**config.mk**
```make
export PLATFORM = sky130hd
export DESIGN_NAME = vco_autocal
export DESIGN_NICKNAME = d
export VERILOG_FILES = /design/src/core/vco_cal_pkg.sv /design/src/core/vco_autocal.sv /design/src/core/clk_pulse_div.sv /design/src/core/temp_adc_ctrl.sv
export SDC_FILE = /design/constraint.sdc
export NUM_CORES = 1
export LEC_CHECK = 0
export ABC_AREA = 1
export CORE_MARGIN = 5
export CORE_UTILIZATION = 40
export CTS_CLUSTER_DIAMETER = 150
export DETAILED_ROUTE_END_ITERATION = 8
export DONT_BUFFER_PORTS = 1
export SLEW_MARGIN = 20
export SYNTH_ARGS = -nofsm -noshare
export SYNTH_HDL_FRONTEND = slang
export SYNTH_HIERARCHICAL = 1
export SYNTH_SLANG_ARGS = --single-unit
```
**constraint.sdc**
```tcl
create_clock -name i_sys_clk -period 3.9 [get_ports i_sys_clk]
set_input_delay 0.78 -clock i_sys_clk [delete_from_list [all_inputs] [get_ports i_sys_clk]]
set_output_delay 0.78 -clock i_sys_clk [all_outputs]
set_load 0.005 [all_outputs]
```
**src/core/vco_cal_pkg.sv**
```systemverilog
/*
  Shared constants for the VCO band calibration and temperature readback block.
  Assumes a register port of 12-bit addresses and 8-bit data from the serial port logic.
*/
package vco_cal_pkg;

  // Register offsets.
  localparam logic [11:0] ADDR_N_INT_LOW      = 12'h0010;
  localparam logic [11:0] ADDR_CAL_ENABLE     = 12'h0012;
  localparam logic [11:0] ADDR_BAND_DIV       = 12'h0030;
  localparam logic [11:0] ADDR_FINE_LOW       = 12'h0031;
  localparam logic [11:0] ADDR_FINE_HIGH_ADC  = 12'h0032;
  localparam logic [11:0] ADDR_RB_SEL_COARSE  = 12'h0033;
  localparam logic [11:0] ADDR_CAL_TEST_MODE  = 12'h0034;
  localparam logic [11:0] ADDR_ADC_DIV        = 12'h0035;
  localparam logic [11:0] ADDR_MANUAL_BAND    = 12'h0037;
  localparam logic [11:0] ADDR_MANUAL_CORE    = 12'h0038;
  localparam logic [11:0] ADDR_RB_DATA_LOW    = 12'h006e;
  localparam logic [11:0] ADDR_RB_CORE        = 12'h006f;
  localparam logic [11:0] ADDR_ADC_CLK_GATE   = 12'h0073;
  localparam logic [11:0] ADDR_LOCK_STATUS    = 12'h007c;

  // Field positions.
  localparam int AUTO_CAL_EN_BIT  = 6;
  localparam int ADC_ENABLE_BIT   = 2;
  localparam int ADC_CONVERT_BIT  = 3;
  localparam int ADC_CLK_OFF_BIT  = 2;
  localparam int RB_SEL_LSB       = 5;
  localparam int OVERRIDE_LSB     = 5;
  localparam int CORE_SEL_LSB     = 4;

  // Field codes.
  localparam logic [2:0] RB_SEL_BAND_CORE = 3'h1;
  localparam logic [2:0] RB_SEL_TEMP      = 3'h5;
  localparam logic [2:0] OVERRIDE_MANUAL  = 3'h2;
  localparam logic [3:0] CORE_SEL_ONE     = 4'h1;

  // Reset values.
  localparam logic [7:0] RST_CAL_ENABLE = 8'h40;
  localparam logic [7:0] RST_ZERO       = 8'h00;
  localparam logic [7:0] RST_BAND_DIV   = 8'h19;
  localparam logic [7:0] RST_FINE_LOW   = 8'h02;
  localparam logic [7:0] RST_COARSE     = 8'h02;
  localparam logic [7:0] RST_ADC_DIV    = 8'hff;

  // Timing constants and the temperature offset.
  localparam int SETTLE_COARSE_SCALE = 1024;
  localparam int BAND_STEPS          = 11;
  localparam int STEP_CLOCKS         = 16;
  localparam int ADC_CONV_CLOCKS     = 16;
  localparam int TEMP_OFFSET_C       = 100;

  typedef enum {
    CAL_IDLE,
    CAL_SETTLE,
    CAL_BAND,
    CAL_DONE
  } cal_state_t;

endpackage

```
**src/core/vco_autocal.sv**
```systemverilog
/*
  VCO band calibration sequencer with register file, readback selector and
  temperature converter control, all on the comparison clock.
  Assumes the serial port logic presents one-cycle write and read strobes with
  a 12-bit address, and that the comparator of the band search and the raw
  temperature code arrive as synchronous inputs.
*/
`timescale 1ns/1ps
`default_nettype none

// Summary of operation
// - Writing N integer low starts calibration.
// - Selector bits 7:5 choose readback quantity.
// - Selector 1 shows band and core one; the band readback holds only bits 4:0 of the band.
// - Cleared enable bit blocks calibration start.
// - Override mode 010 uses manual core, band.
// - In override mode, oscillator enabled only when core selected; otherwise always enabled.
// - Manual mode applies manual band register.
// - Integer low write is last, triggers lock.
// - Settle lasts coarse times 1024 plus fine.
// - Coarse and fine timeout field placement.
// - Band clock is comparison clock divided.
// - Band search: eleven steps, sixteen clocks.
// - Converter clock divides by div*4+2.
// - Conversion completes only with reference clock.
// - Enable, convert and clock gate bits.
// - Temperature equals raw code minus 100; the readback returns the latched raw code with no offset subtracted.
// - Lock status bit 0 shows lock.
module vco_autocal (
  // Clock and reset.
  input  wire logic        i_sys_clk,
  input  wire logic        i_rst_b,
  // Register port.
  input  wire logic        i_reg_wr,
  input  wire logic        i_reg_rd,
  input  wire logic [11:0] i_reg_addr,
  input  wire logic [7:0]  i_reg_wdata,
  output logic [7:0]       o_reg_rdata,
  // Analog side.
  input  wire logic        i_band_cmp_high,
  input  wire logic        i_lock_detect,
  input  wire logic [7:0]  i_raw_temp,
  output logic [7:0]       o_vco_band,
  output logic             o_vco_enable,
  output logic             o_cal_busy,
  output logic             o_adc_clk
);

  // Register storage.
  logic [7:0] n_int_low_ff, cal_enable_ff, band_div_ff, fine_low_ff;
  logic [7:0] fine_high_adc_ff, rb_sel_coarse_ff, test_mode_ff, adc_div_ff;
  logic [7:0] manual_band_ff, manual_core_ff, adc_gate_ff;
  logic [7:0] nxt_n_int_low, nxt_cal_enable, nxt_band_div, nxt_fine_low;
  logic [7:0] nxt_fine_high_adc, nxt_rb_sel_coarse, nxt_test_mode, nxt_adc_div;
  logic [7:0] nxt_manual_band, nxt_manual_core, nxt_adc_gate;
  logic [7:0] rdata_ff, nxt_rdata;
  logic       start_req;

  // Register writes; the integer write also raises the start request.
  always_comb begin
    nxt_n_int_low     = n_int_low_ff;
    nxt_cal_enable    = cal_enable_ff;
    nxt_band_div      = band_div_ff;
    nxt_fine_low      = fine_low_ff;
    nxt_fine_high_adc = fine_high_adc_ff;
    nxt_rb_sel_coarse = rb_sel_coarse_ff;
    nxt_test_mode     = test_mode_ff;
    nxt_adc_div       = adc_div_ff;
    nxt_manual_band   = manual_band_ff;
    nxt_manual_core   = manual_core_ff;
    nxt_adc_gate      = adc_gate_ff;
    start_req         = 1'b0;
    if (i_reg_wr) begin
      unique case (i_reg_addr)
        vco_cal_pkg::ADDR_N_INT_LOW: begin
          nxt_n_int_low = i_reg_wdata;
          start_req     = 1'b1;
        end
        vco_cal_pkg::ADDR_CAL_ENABLE:    nxt_cal_enable    = i_reg_wdata;
        vco_cal_pkg::ADDR_BAND_DIV:      nxt_band_div      = i_reg_wdata;
        vco_cal_pkg::ADDR_FINE_LOW:      nxt_fine_low      = i_reg_wdata;
        vco_cal_pkg::ADDR_FINE_HIGH_ADC: nxt_fine_high_adc = i_reg_wdata;
        vco_cal_pkg::ADDR_RB_SEL_COARSE: nxt_rb_sel_coarse = i_reg_wdata;
        vco_cal_pkg::ADDR_CAL_TEST_MODE: nxt_test_mode     = i_reg_wdata;
        vco_cal_pkg::ADDR_ADC_DIV:       nxt_adc_div       = i_reg_wdata;
        vco_cal_pkg::ADDR_MANUAL_BAND:   nxt_manual_band   = i_reg_wdata;
        vco_cal_pkg::ADDR_MANUAL_CORE:   nxt_manual_core   = i_reg_wdata;
        vco_cal_pkg::ADDR_ADC_CLK_GATE:  nxt_adc_gate      = i_reg_wdata;
        default: ;
      endcase
    end
  end

  always_ff @(posedge i_sys_clk or negedge i_rst_b) begin
    if (!i_rst_b) begin
      n_int_low_ff     <= vco_cal_pkg::RST_ZERO;
      cal_enable_ff    <= vco_cal_pkg::RST_CAL_ENABLE;
      band_div_ff      <= vco_cal_pkg::RST_BAND_DIV;
      fine_low_ff      <= vco_cal_pkg::RST_FINE_LOW;
      fine_high_adc_ff <= vco_cal_pkg::RST_ZERO;
      rb_sel_coarse_ff <= vco_cal_pkg::RST_COARSE;
      test_mode_ff     <= vco_cal_pkg::RST_ZERO;
      adc_div_ff       <= vco_cal_pkg::RST_ADC_DIV;
      manual_band_ff   <= vco_cal_pkg::RST_ZERO;
      manual_core_ff   <= vco_cal_pkg::RST_ZERO;
      adc_gate_ff      <= vco_cal_pkg::RST_ZERO;
    end else begin
      n_int_low_ff     <= nxt_n_int_low;
      cal_enable_ff    <= nxt_cal_enable;
      band_div_ff      <= nxt_band_div;
      fine_low_ff      <= nxt_fine_low;
      fine_high_adc_ff <= nxt_fine_high_adc;
      rb_sel_coarse_ff <= nxt_rb_sel_coarse;
      test_mode_ff     <= nxt_test_mode;
      adc_div_ff       <= nxt_adc_div;
      manual_band_ff   <= nxt_manual_band;
      manual_core_ff   <= nxt_manual_core;
      adc_gate_ff      <= nxt_adc_gate;
    end
  end

  // Decoded fields.
  logic       auto_cal_enable;
  logic       manual_mode;
  logic       core_selected;
  logic [4:0] coarse_settle_count;
  logic [9:0] fine_settle_count;
  logic [2:0] readback_selector;
  assign auto_cal_enable     = cal_enable_ff[vco_cal_pkg::AUTO_CAL_EN_BIT];
  assign manual_mode         = (test_mode_ff[vco_cal_pkg::OVERRIDE_LSB +: 3] == vco_cal_pkg::OVERRIDE_MANUAL);
  assign core_selected       = (manual_core_ff[vco_cal_pkg::CORE_SEL_LSB +: 4] == vco_cal_pkg::CORE_SEL_ONE);
  assign coarse_settle_count = rb_sel_coarse_ff[4:0];
  assign fine_settle_count   = {fine_high_adc_ff[1:0], fine_low_ff};
  assign readback_selector   = rb_sel_coarse_ff[vco_cal_pkg::RB_SEL_LSB +: 3];

  // Settling length in comparison clocks.
  logic [15:0] settle_len;
  assign settle_len = 16'({coarse_settle_count, 10'd0}) + 16'(fine_settle_count);

  // Band clock divider runs only while searching.
  logic band_tick;
  vco_cal_pkg::cal_state_t state_ff, nxt_state;
  clk_pulse_div #(.W(8)) u_band_div (
    .i_sys_clk (i_sys_clk),
    .i_rst_b   (i_rst_b),
    .i_run     (state_ff == vco_cal_pkg::CAL_BAND),
    .i_div     (band_div_ff),
    .o_tick    (band_tick)
  );

  // Calibration sequencer state.
  logic [15:0] settle_ff, nxt_settle;
  logic [3:0]  sub_ff, nxt_sub;
  logic [3:0]  step_ff, nxt_step;
  logic [7:0]  band_ff, nxt_band;
  logic [7:0]  found_band_ff, nxt_found_band;
  logic        busy_ff, nxt_busy;
  logic        vco_en_ff, nxt_vco_en;

  // Sequencer: settle, then a binary band search, one trial bit per step for the first eight steps.
  always_comb begin
    nxt_state      = state_ff;
    nxt_settle     = settle_ff;
    nxt_sub        = sub_ff;
    nxt_step       = step_ff;
    nxt_band       = band_ff;
    nxt_found_band = found_band_ff;
    if (start_req && auto_cal_enable && !manual_mode) begin
      nxt_state  = vco_cal_pkg::CAL_SETTLE;
      nxt_settle = '0;
      nxt_sub    = '0;
      nxt_step   = '0;
      nxt_band   = 8'h80;
    end else begin
      unique case (state_ff)
        vco_cal_pkg::CAL_IDLE: ;
        vco_cal_pkg::CAL_SETTLE: begin
          if ((settle_ff + 16'd1) >= settle_len) begin
            nxt_state = vco_cal_pkg::CAL_BAND;
          end else begin
            nxt_settle = settle_ff + 16'd1;
          end
        end
        vco_cal_pkg::CAL_BAND: begin
          if (band_tick) begin
            nxt_sub = sub_ff + 4'd1;
            if (sub_ff == 4'(vco_cal_pkg::STEP_CLOCKS - 1)) begin
              // Keep or drop the trial bit, then try the next lower one.
              if (step_ff < 4'd8) begin
                nxt_band = i_band_cmp_high ? band_ff : (band_ff & ~(8'h80 >> step_ff));
                if (step_ff < 4'd7) begin
                  nxt_band = nxt_band | (8'h40 >> step_ff);
                end
              end
              nxt_step = step_ff + 4'd1;
              if (step_ff == 4'(vco_cal_pkg::BAND_STEPS - 1)) begin
                nxt_state      = vco_cal_pkg::CAL_DONE;
                nxt_found_band = nxt_band;
              end
            end
          end
        end
        vco_cal_pkg::CAL_DONE: nxt_state = vco_cal_pkg::CAL_IDLE;
      endcase
    end
    nxt_busy   = (nxt_state == vco_cal_pkg::CAL_SETTLE) || (nxt_state == vco_cal_pkg::CAL_BAND);
    nxt_vco_en = manual_mode ? core_selected : 1'b1;
  end

  always_ff @(posedge i_sys_clk or negedge i_rst_b) begin
    if (!i_rst_b) begin
      state_ff      <= vco_cal_pkg::CAL_IDLE;
      settle_ff     <= '0;
      sub_ff        <= '0;
      step_ff       <= '0;
      band_ff       <= '0;
      found_band_ff <= '0;
      busy_ff       <= 1'b0;
      vco_en_ff     <= 1'b0;
    end else begin
      state_ff      <= nxt_state;
      settle_ff     <= nxt_settle;
      sub_ff        <= nxt_sub;
      step_ff       <= nxt_step;
      band_ff       <= nxt_band;
      found_band_ff <= nxt_found_band;
      busy_ff       <= nxt_busy;
      vco_en_ff     <= nxt_vco_en;
    end
  end

  // Applied band: manual value in override mode, else the searched one.
  logic [7:0] vco_band_ff, nxt_vco_band;
  always_comb begin
    nxt_vco_band = manual_mode ? manual_band_ff : (busy_ff ? band_ff : found_band_ff);
  end

  // Converter clock: toggle every div*2+1 cycles gives div*4+2 per period.
  logic       adc_run;
  logic       adc_half_tick;
  logic [9:0] adc_half_div;
  logic       adc_clk_ff, nxt_adc_clk;
  logic       adc_tick;
  logic [7:0] temp_result;
  assign adc_run      = fine_high_adc_ff[vco_cal_pkg::ADC_ENABLE_BIT] &&
                        !adc_gate_ff[vco_cal_pkg::ADC_CLK_OFF_BIT];
  assign adc_half_div = {1'b0, adc_div_ff, 1'b0} + 10'd1;
  assign adc_tick     = adc_half_tick && adc_clk_ff;

  clk_pulse_div #(.W(10)) u_adc_div (
    .i_sys_clk (i_sys_clk),
    .i_rst_b   (i_rst_b),
    .i_run     (adc_run),
    .i_div     (adc_half_div),
    .o_tick    (adc_half_tick)
  );

  always_comb begin
    nxt_adc_clk = adc_run ? (adc_clk_ff ^ adc_half_tick) : 1'b0;
  end

  temp_adc_ctrl u_temp (
    .i_sys_clk  (i_sys_clk),
    .i_rst_b    (i_rst_b),
    .i_enable   (fine_high_adc_ff[vco_cal_pkg::ADC_ENABLE_BIT]),
    .i_convert  (fine_high_adc_ff[vco_cal_pkg::ADC_CONVERT_BIT]),
    .i_adc_tick (adc_tick),
    .i_raw_temp (i_raw_temp),
    .o_result   (temp_result),
    .o_done     ()
  );

  // Read mux; readback data follows the selector, unmapped reads return zero.
  always_comb begin
    nxt_rdata = rdata_ff;
    if (i_reg_rd) begin
      unique case (i_reg_addr)
        vco_cal_pkg::ADDR_N_INT_LOW:     nxt_rdata = n_int_low_ff;
        vco_cal_pkg::ADDR_CAL_ENABLE:    nxt_rdata = cal_enable_ff;
        vco_cal_pkg::ADDR_BAND_DIV:      nxt_rdata = band_div_ff;
        vco_cal_pkg::ADDR_FINE_LOW:      nxt_rdata = fine_low_ff;
        vco_cal_pkg::ADDR_FINE_HIGH_ADC: nxt_rdata = fine_high_adc_ff;
        vco_cal_pkg::ADDR_RB_SEL_COARSE: nxt_rdata = rb_sel_coarse_ff;
        vco_cal_pkg::ADDR_CAL_TEST_MODE: nxt_rdata = test_mode_ff;
        vco_cal_pkg::ADDR_ADC_DIV:       nxt_rdata = adc_div_ff;
        vco_cal_pkg::ADDR_MANUAL_BAND:   nxt_rdata = manual_band_ff;
        vco_cal_pkg::ADDR_MANUAL_CORE:   nxt_rdata = manual_core_ff;
        vco_cal_pkg::ADDR_ADC_CLK_GATE:  nxt_rdata = adc_gate_ff;
        vco_cal_pkg::ADDR_RB_DATA_LOW: begin
          if (readback_selector == vco_cal_pkg::RB_SEL_BAND_CORE) begin
            nxt_rdata = {3'd0, vco_band_ff[4:0]};
          end else if (readback_selector == vco_cal_pkg::RB_SEL_TEMP) begin
            nxt_rdata = temp_result;
          end else begin
            nxt_rdata = 8'h00;
          end
        end
        vco_cal_pkg::ADDR_RB_CORE:
          nxt_rdata = {7'd0, readback_selector == vco_cal_pkg::RB_SEL_BAND_CORE};
        vco_cal_pkg::ADDR_LOCK_STATUS:
          nxt_rdata = {7'd0, i_lock_detect};
        default: nxt_rdata = 8'h00;
      endcase
    end
  end

  always_ff @(posedge i_sys_clk or negedge i_rst_b) begin
    if (!i_rst_b) begin
      rdata_ff    <= '0;
      vco_band_ff <= '0;
      adc_clk_ff  <= 1'b0;
    end else begin
      rdata_ff    <= nxt_rdata;
      vco_band_ff <= nxt_vco_band;
      adc_clk_ff  <= nxt_adc_clk;
    end
  end

  assign o_reg_rdata  = rdata_ff;
  assign o_vco_band   = vco_band_ff;
  assign o_vco_enable = vco_en_ff;
  assign o_cal_busy   = busy_ff;
  assign o_adc_clk    = adc_clk_ff;
endmodule // vco_autocal
`default_nettype wire

```
**src/core/clk_pulse_div.sv**
```systemverilog
/*
  Divides the system clock into a one-cycle tick every divisor cycles.
  Assumes the divisor is held steady while the divider runs.
*/
`timescale 1ns/1ps
`default_nettype none
module clk_pulse_div #(
  parameter int W = 10
) (
  // Clock and reset.
  input  wire logic         i_sys_clk,
  input  wire logic         i_rst_b,
  // Control.
  input  wire logic         i_run,
  input  wire logic [W-1:0] i_div,
  // Tick.
  output logic              o_tick
);

  logic [W-1:0] count_ff;
  logic [W-1:0] nxt_count;
  logic         tick_ff;
  logic         nxt_tick;

  // Count up to the divisor minus one; a zero divisor acts as one.
  always_comb begin
    nxt_count = '0;
    nxt_tick  = 1'b0;
    if (i_run) begin
      if ((count_ff + W'(1)) >= i_div) begin
        nxt_tick = 1'b1;
      end else begin
        nxt_count = count_ff + W'(1);
      end
    end
  end

  always_ff @(posedge i_sys_clk or negedge i_rst_b) begin
    if (!i_rst_b) begin
      count_ff <= '0;
      tick_ff  <= 1'b0;
    end else begin
      count_ff <= nxt_count;
      tick_ff  <= nxt_tick;
    end
  end

  assign o_tick = tick_ff;
endmodule // clk_pulse_div
`default_nettype wire

```
**src/core/temp_adc_ctrl.sv**
```systemverilog
/*
  Conversion control for the temperature converter: counts converter clocks
  after a request and latches the raw result.
  Assumes the converter tick comes from a divider of the comparison clock.
*/
`timescale 1ns/1ps
`default_nettype none
module temp_adc_ctrl (
  // Clock and reset.
  input  wire logic       i_sys_clk,
  input  wire logic       i_rst_b,
  // Control.
  input  wire logic       i_enable,
  input  wire logic       i_convert,
  input  wire logic       i_adc_tick,
  input  wire logic [7:0] i_raw_temp,
  // Result.
  output logic [7:0]      o_result,
  output logic            o_done
);

  logic [4:0] cnt_ff;
  logic [4:0] nxt_cnt;
  logic [7:0] result_ff;
  logic [7:0] nxt_result;
  logic       done_ff;
  logic       nxt_done;

  // A conversion needs sixteen converter clocks; without ticks it never ends.
  always_comb begin
    nxt_cnt    = cnt_ff;
    nxt_result = result_ff;
    nxt_done   = done_ff;
    if (!i_enable || !i_convert) begin
      nxt_cnt  = '0;
      nxt_done = 1'b0;
    end else if (i_adc_tick && !done_ff) begin
      if (cnt_ff == 5'(vco_cal_pkg::ADC_CONV_CLOCKS - 1)) begin
        nxt_done   = 1'b1;
        nxt_result = i_raw_temp;
      end else begin
        nxt_cnt = cnt_ff + 5'd1;
      end
    end
  end

  always_ff @(posedge i_sys_clk or negedge i_rst_b) begin
    if (!i_rst_b) begin
      cnt_ff    <= '0;
      result_ff <= '0;
      done_ff   <= 1'b0;
    end else begin
      cnt_ff    <= nxt_cnt;
      result_ff <= nxt_result;
      done_ff   <= nxt_done;
    end
  end

  assign o_result = result_ff;
  assign o_done   = done_ff;
endmodule // temp_adc_ctrl
`default_nettype wire

```
==> impl_metrics.csv <==
group,metric,value,unit
outcome,status,"complete, but fails checks",
routing,num_vias,8884,
setup_path,crit_type,"reg -> reg",
clock_network,path_clk_slew,60,ps
yosys,synth_edf_count,0,
setup_path,critPathLaunchType,"flip-flop",
clock_network,post_cts_buffers,0,
routing,avgViaCountPerCell,5.00,
sta,fin_worst_skew,33.1,ps
yosys,synth-async-reset-ratio,100,%
yosys,netlist_area,11100,µm²
yosys,synth_nets,1467,
outcome,violations,"hold timing",
place,dpl.hpwl,19400,µm
setup_path,arrival,3660,ps
setup_path,cp-end-kind,"flip-flop",
yosys,yosysTopAreaCellShare,44.8,%
setup_path,cpPeakStageDelay,370,ps
grt,first_global_vias,8594,
yosys,synth_cell_types,51,
sta,slew_headroom,53.7,%
sta,tightest_slew,689,ps
clock_network,numCtsBuffers,25,
clock_network,cts.htree.levels,1,
setup_path,required,4340,ps
hold_path,hold_class,"in -> async",
sta,period_needed,3210,ps
yosys,ys_warn_count,6,
routing,drc_errors,0,
setup_path,setup.worst_path.start,"settle_ff[0]",
yosys,ys_ff_latch,213,
run,cap_violations,0,
final_layout,areaGrowthSynthToFinish,10.8,%
sta,fin_crit_sh,82.4,%
setup_path,worst_path_dominant_cell_family,"simple AND/OR/NAND/NOR gates",
die,row_count,61,
yosys,synthTopCellsByArea,"dfrtp_1 45%, nand2_1 11%, inv_1 7.2%",
sta,setup_violations,0,
sta,hold-worst-slack,-70.8,ps
grt,grt_first_pass_wirelength,44400,µm
routing,drtAntennaViolNets,0,
power,power-per-cell-area,447,nW/µm²
final_layout,reg_top3,"state_ff (32), settle_ff (16), u_adc_div/count_ff (10)",
clock_network,clk_path_buf_depth,3,
routing,routedWlPerCell,15.3,µm
yosys,yosysTopAreaCell,"dfrtp_1",
final_layout,top_register,"state_ff",
routing,drt_pre_antenna_iters,5,
die,die_w,177,µm
routing,drtIter0Drc,617,
sta,fmax,0.311,GHz
clock_network,cts.repair.resized,0,
clock_network,cts_tree,"done",
die,core,27600,µm²
sta,timing.setup.tns,0,ps
place,gp_congestion,0.852,
final_layout,fin_nets,1460,
die,num_io_pins,53,
clock_network,clock-sinks,213,
sta,slew_violations,0,
final_layout,largest_reg_flops,32,
yosys,syn_area_per_cell,8.02,µm²
setup_path,cp_max_fo,6,
yosys,netlist_instances,1387,
die,die_h,177,µm
power,p_leak,6.22,nW
clock_network,root_buffer,"clkbuf_16",
clock_network,clock_latency,550,ps
power,ir_drop,0.368,mV
power,power.total,0.00551,W
yosys,ys.flop_type,"dfrtp_1",
die,dieArea,31200,µm²
setup_path,crit_chain,"ha_1 -> nand2_1 -> nor2_1 -> inv_1 -> nor3_1 -> inv_1 -> nor4_1 -> xor2_1 -> inv_1 -> ha_1 -> nand3_1 -> or3_1 -> nor2_2 -> nand2_2 -> nand3_2 -> nand3_1 -> nand2_1 -> nand2_1 -> nand3_1 -> nor2_1",
setup_path,r2r-start,"settle_ff[0]",
setup_path,crit_slowest_cell,"dfrtp_1",
place,io_buffers,0,
sta,hold_viol,130,
yosys,yosysSeqAreaShare,48.1,%
grt,grt_usage,17.4,%
final_layout,drive_gt1_share,7.43,%
routing,wirelength,27100,µm
die,start_util,40.3,%
grt,antenna_found_initial,1,
setup_path,worst-path-buf-inv,3,
grt,grt_max_degree,214,
final_layout,antenna_cells,0,
grt,grt_overflow_total,0,
sta,rsz0062_at_grt,"no",
==> power breakdown <==
group	switching, W	internal [W]	total [W]
Combinational	0.000387	0.000217	0.000604
Clock	0.000974	0.00149	0.00246
Sequential	0.000109	0.00233	0.00244
Total	0.00147	0.00404	0.00551
==> worst register-to-register path, delay by kind of cell (launching register included) <==
family	cells	cell delay [ps]
and+or+nand+nor	14	1830
adders and majority gates	2	440
DFF	1	370
buffers and inverters	3	240
xor gates and xnor gates	1	220
==> per-stage QoR <==
stage | area [µm²] | util, % | hold slack [ps] | worst slack (ps) | instances
floorplan | 11100 | - | 442 | 1030 | 1387
global placement | 11500 | 41.5 | 467 | 770 | 1731
detailed placement | 11500 | 41.5 | 469 | 696 | 1731
CTS | 12300 | 44.6 | -89.9 | 684 | 1777
global route | 12300 | 44.6 | -96.3 | 359 | 1777
finish | 12300 | 44.6 | -70.8 | 686 | 1777
==> placed cells by master (no fill, tap or decap), types with 19 or more instances in the layout <==
master / instances
nand3_1: 81
nand2_1: 334
nand4_1: 24
inv_1: 214
clkbuf_16: 25
o21ai_0: 146
nor3_1: 28
a21oi_1: 19
dfrtp_1: 199
o22ai_1: 23
xor2_1: 21
ha_1: 46
nor2_1: 101
==> synth_stat cells (all sizes together), types with 14 or more instances <==
cell	number
o22ai	23
xor2	21
ha	46
nand3	85
nor3	29
o21ai	153
clkbuf	30
dfrtp	199
a21oi	19
nand2	343
inv	223
nor2	113
dfstp	14
nand4	28
==> cell type report <==
class / instances / area [µm²]
inverter: 225 / 845
fill: 2802 / 15300
tap: 378 / 473
timing repair buffer: 4 / 30.0
clock inverter: 16 / 205
sequential: 213 / 5350
clock buffer: 30 / 664
multi-input combinational: 911 / 4760
==> layer usage <==
metal	wire length, µm	track usage, %	part of all wire, %
met1	12300	24.6	45
met2	12400	28.1	46
met3	1540	2.48	5.7
met4	839	4.96	3.1
met5	0	0	0
==> kinds of logic after synthesis <==
logic type | count (synthesis) | share of synthesized area [%]
compound gates | 225 | 11.2
xor+xnor | 21 | 1.65
fa+ha+maj | 46 | 5.17
buf+inv | 263 | 9.13
flops | 213 | 48.1
other cells | 2 | 0.0675
simple gates | 617 | 24.7
==> worst paths after layout <==
path	to	slack, ps	cells after the start
setup / recovery	o_cal_busy	690	20
hold / removal	found_band_ff[2]	-70	0
setup reg to reg	o_cal_busy	690	20
hold reg to reg	fine_low_ff[3]	480	2
max in group asynchronous	adc_div_ff[6]	3620	0
min in group i_sys_clk	u_temp/o_result[1]	360	2
Power figures use the tool's default switching activity.
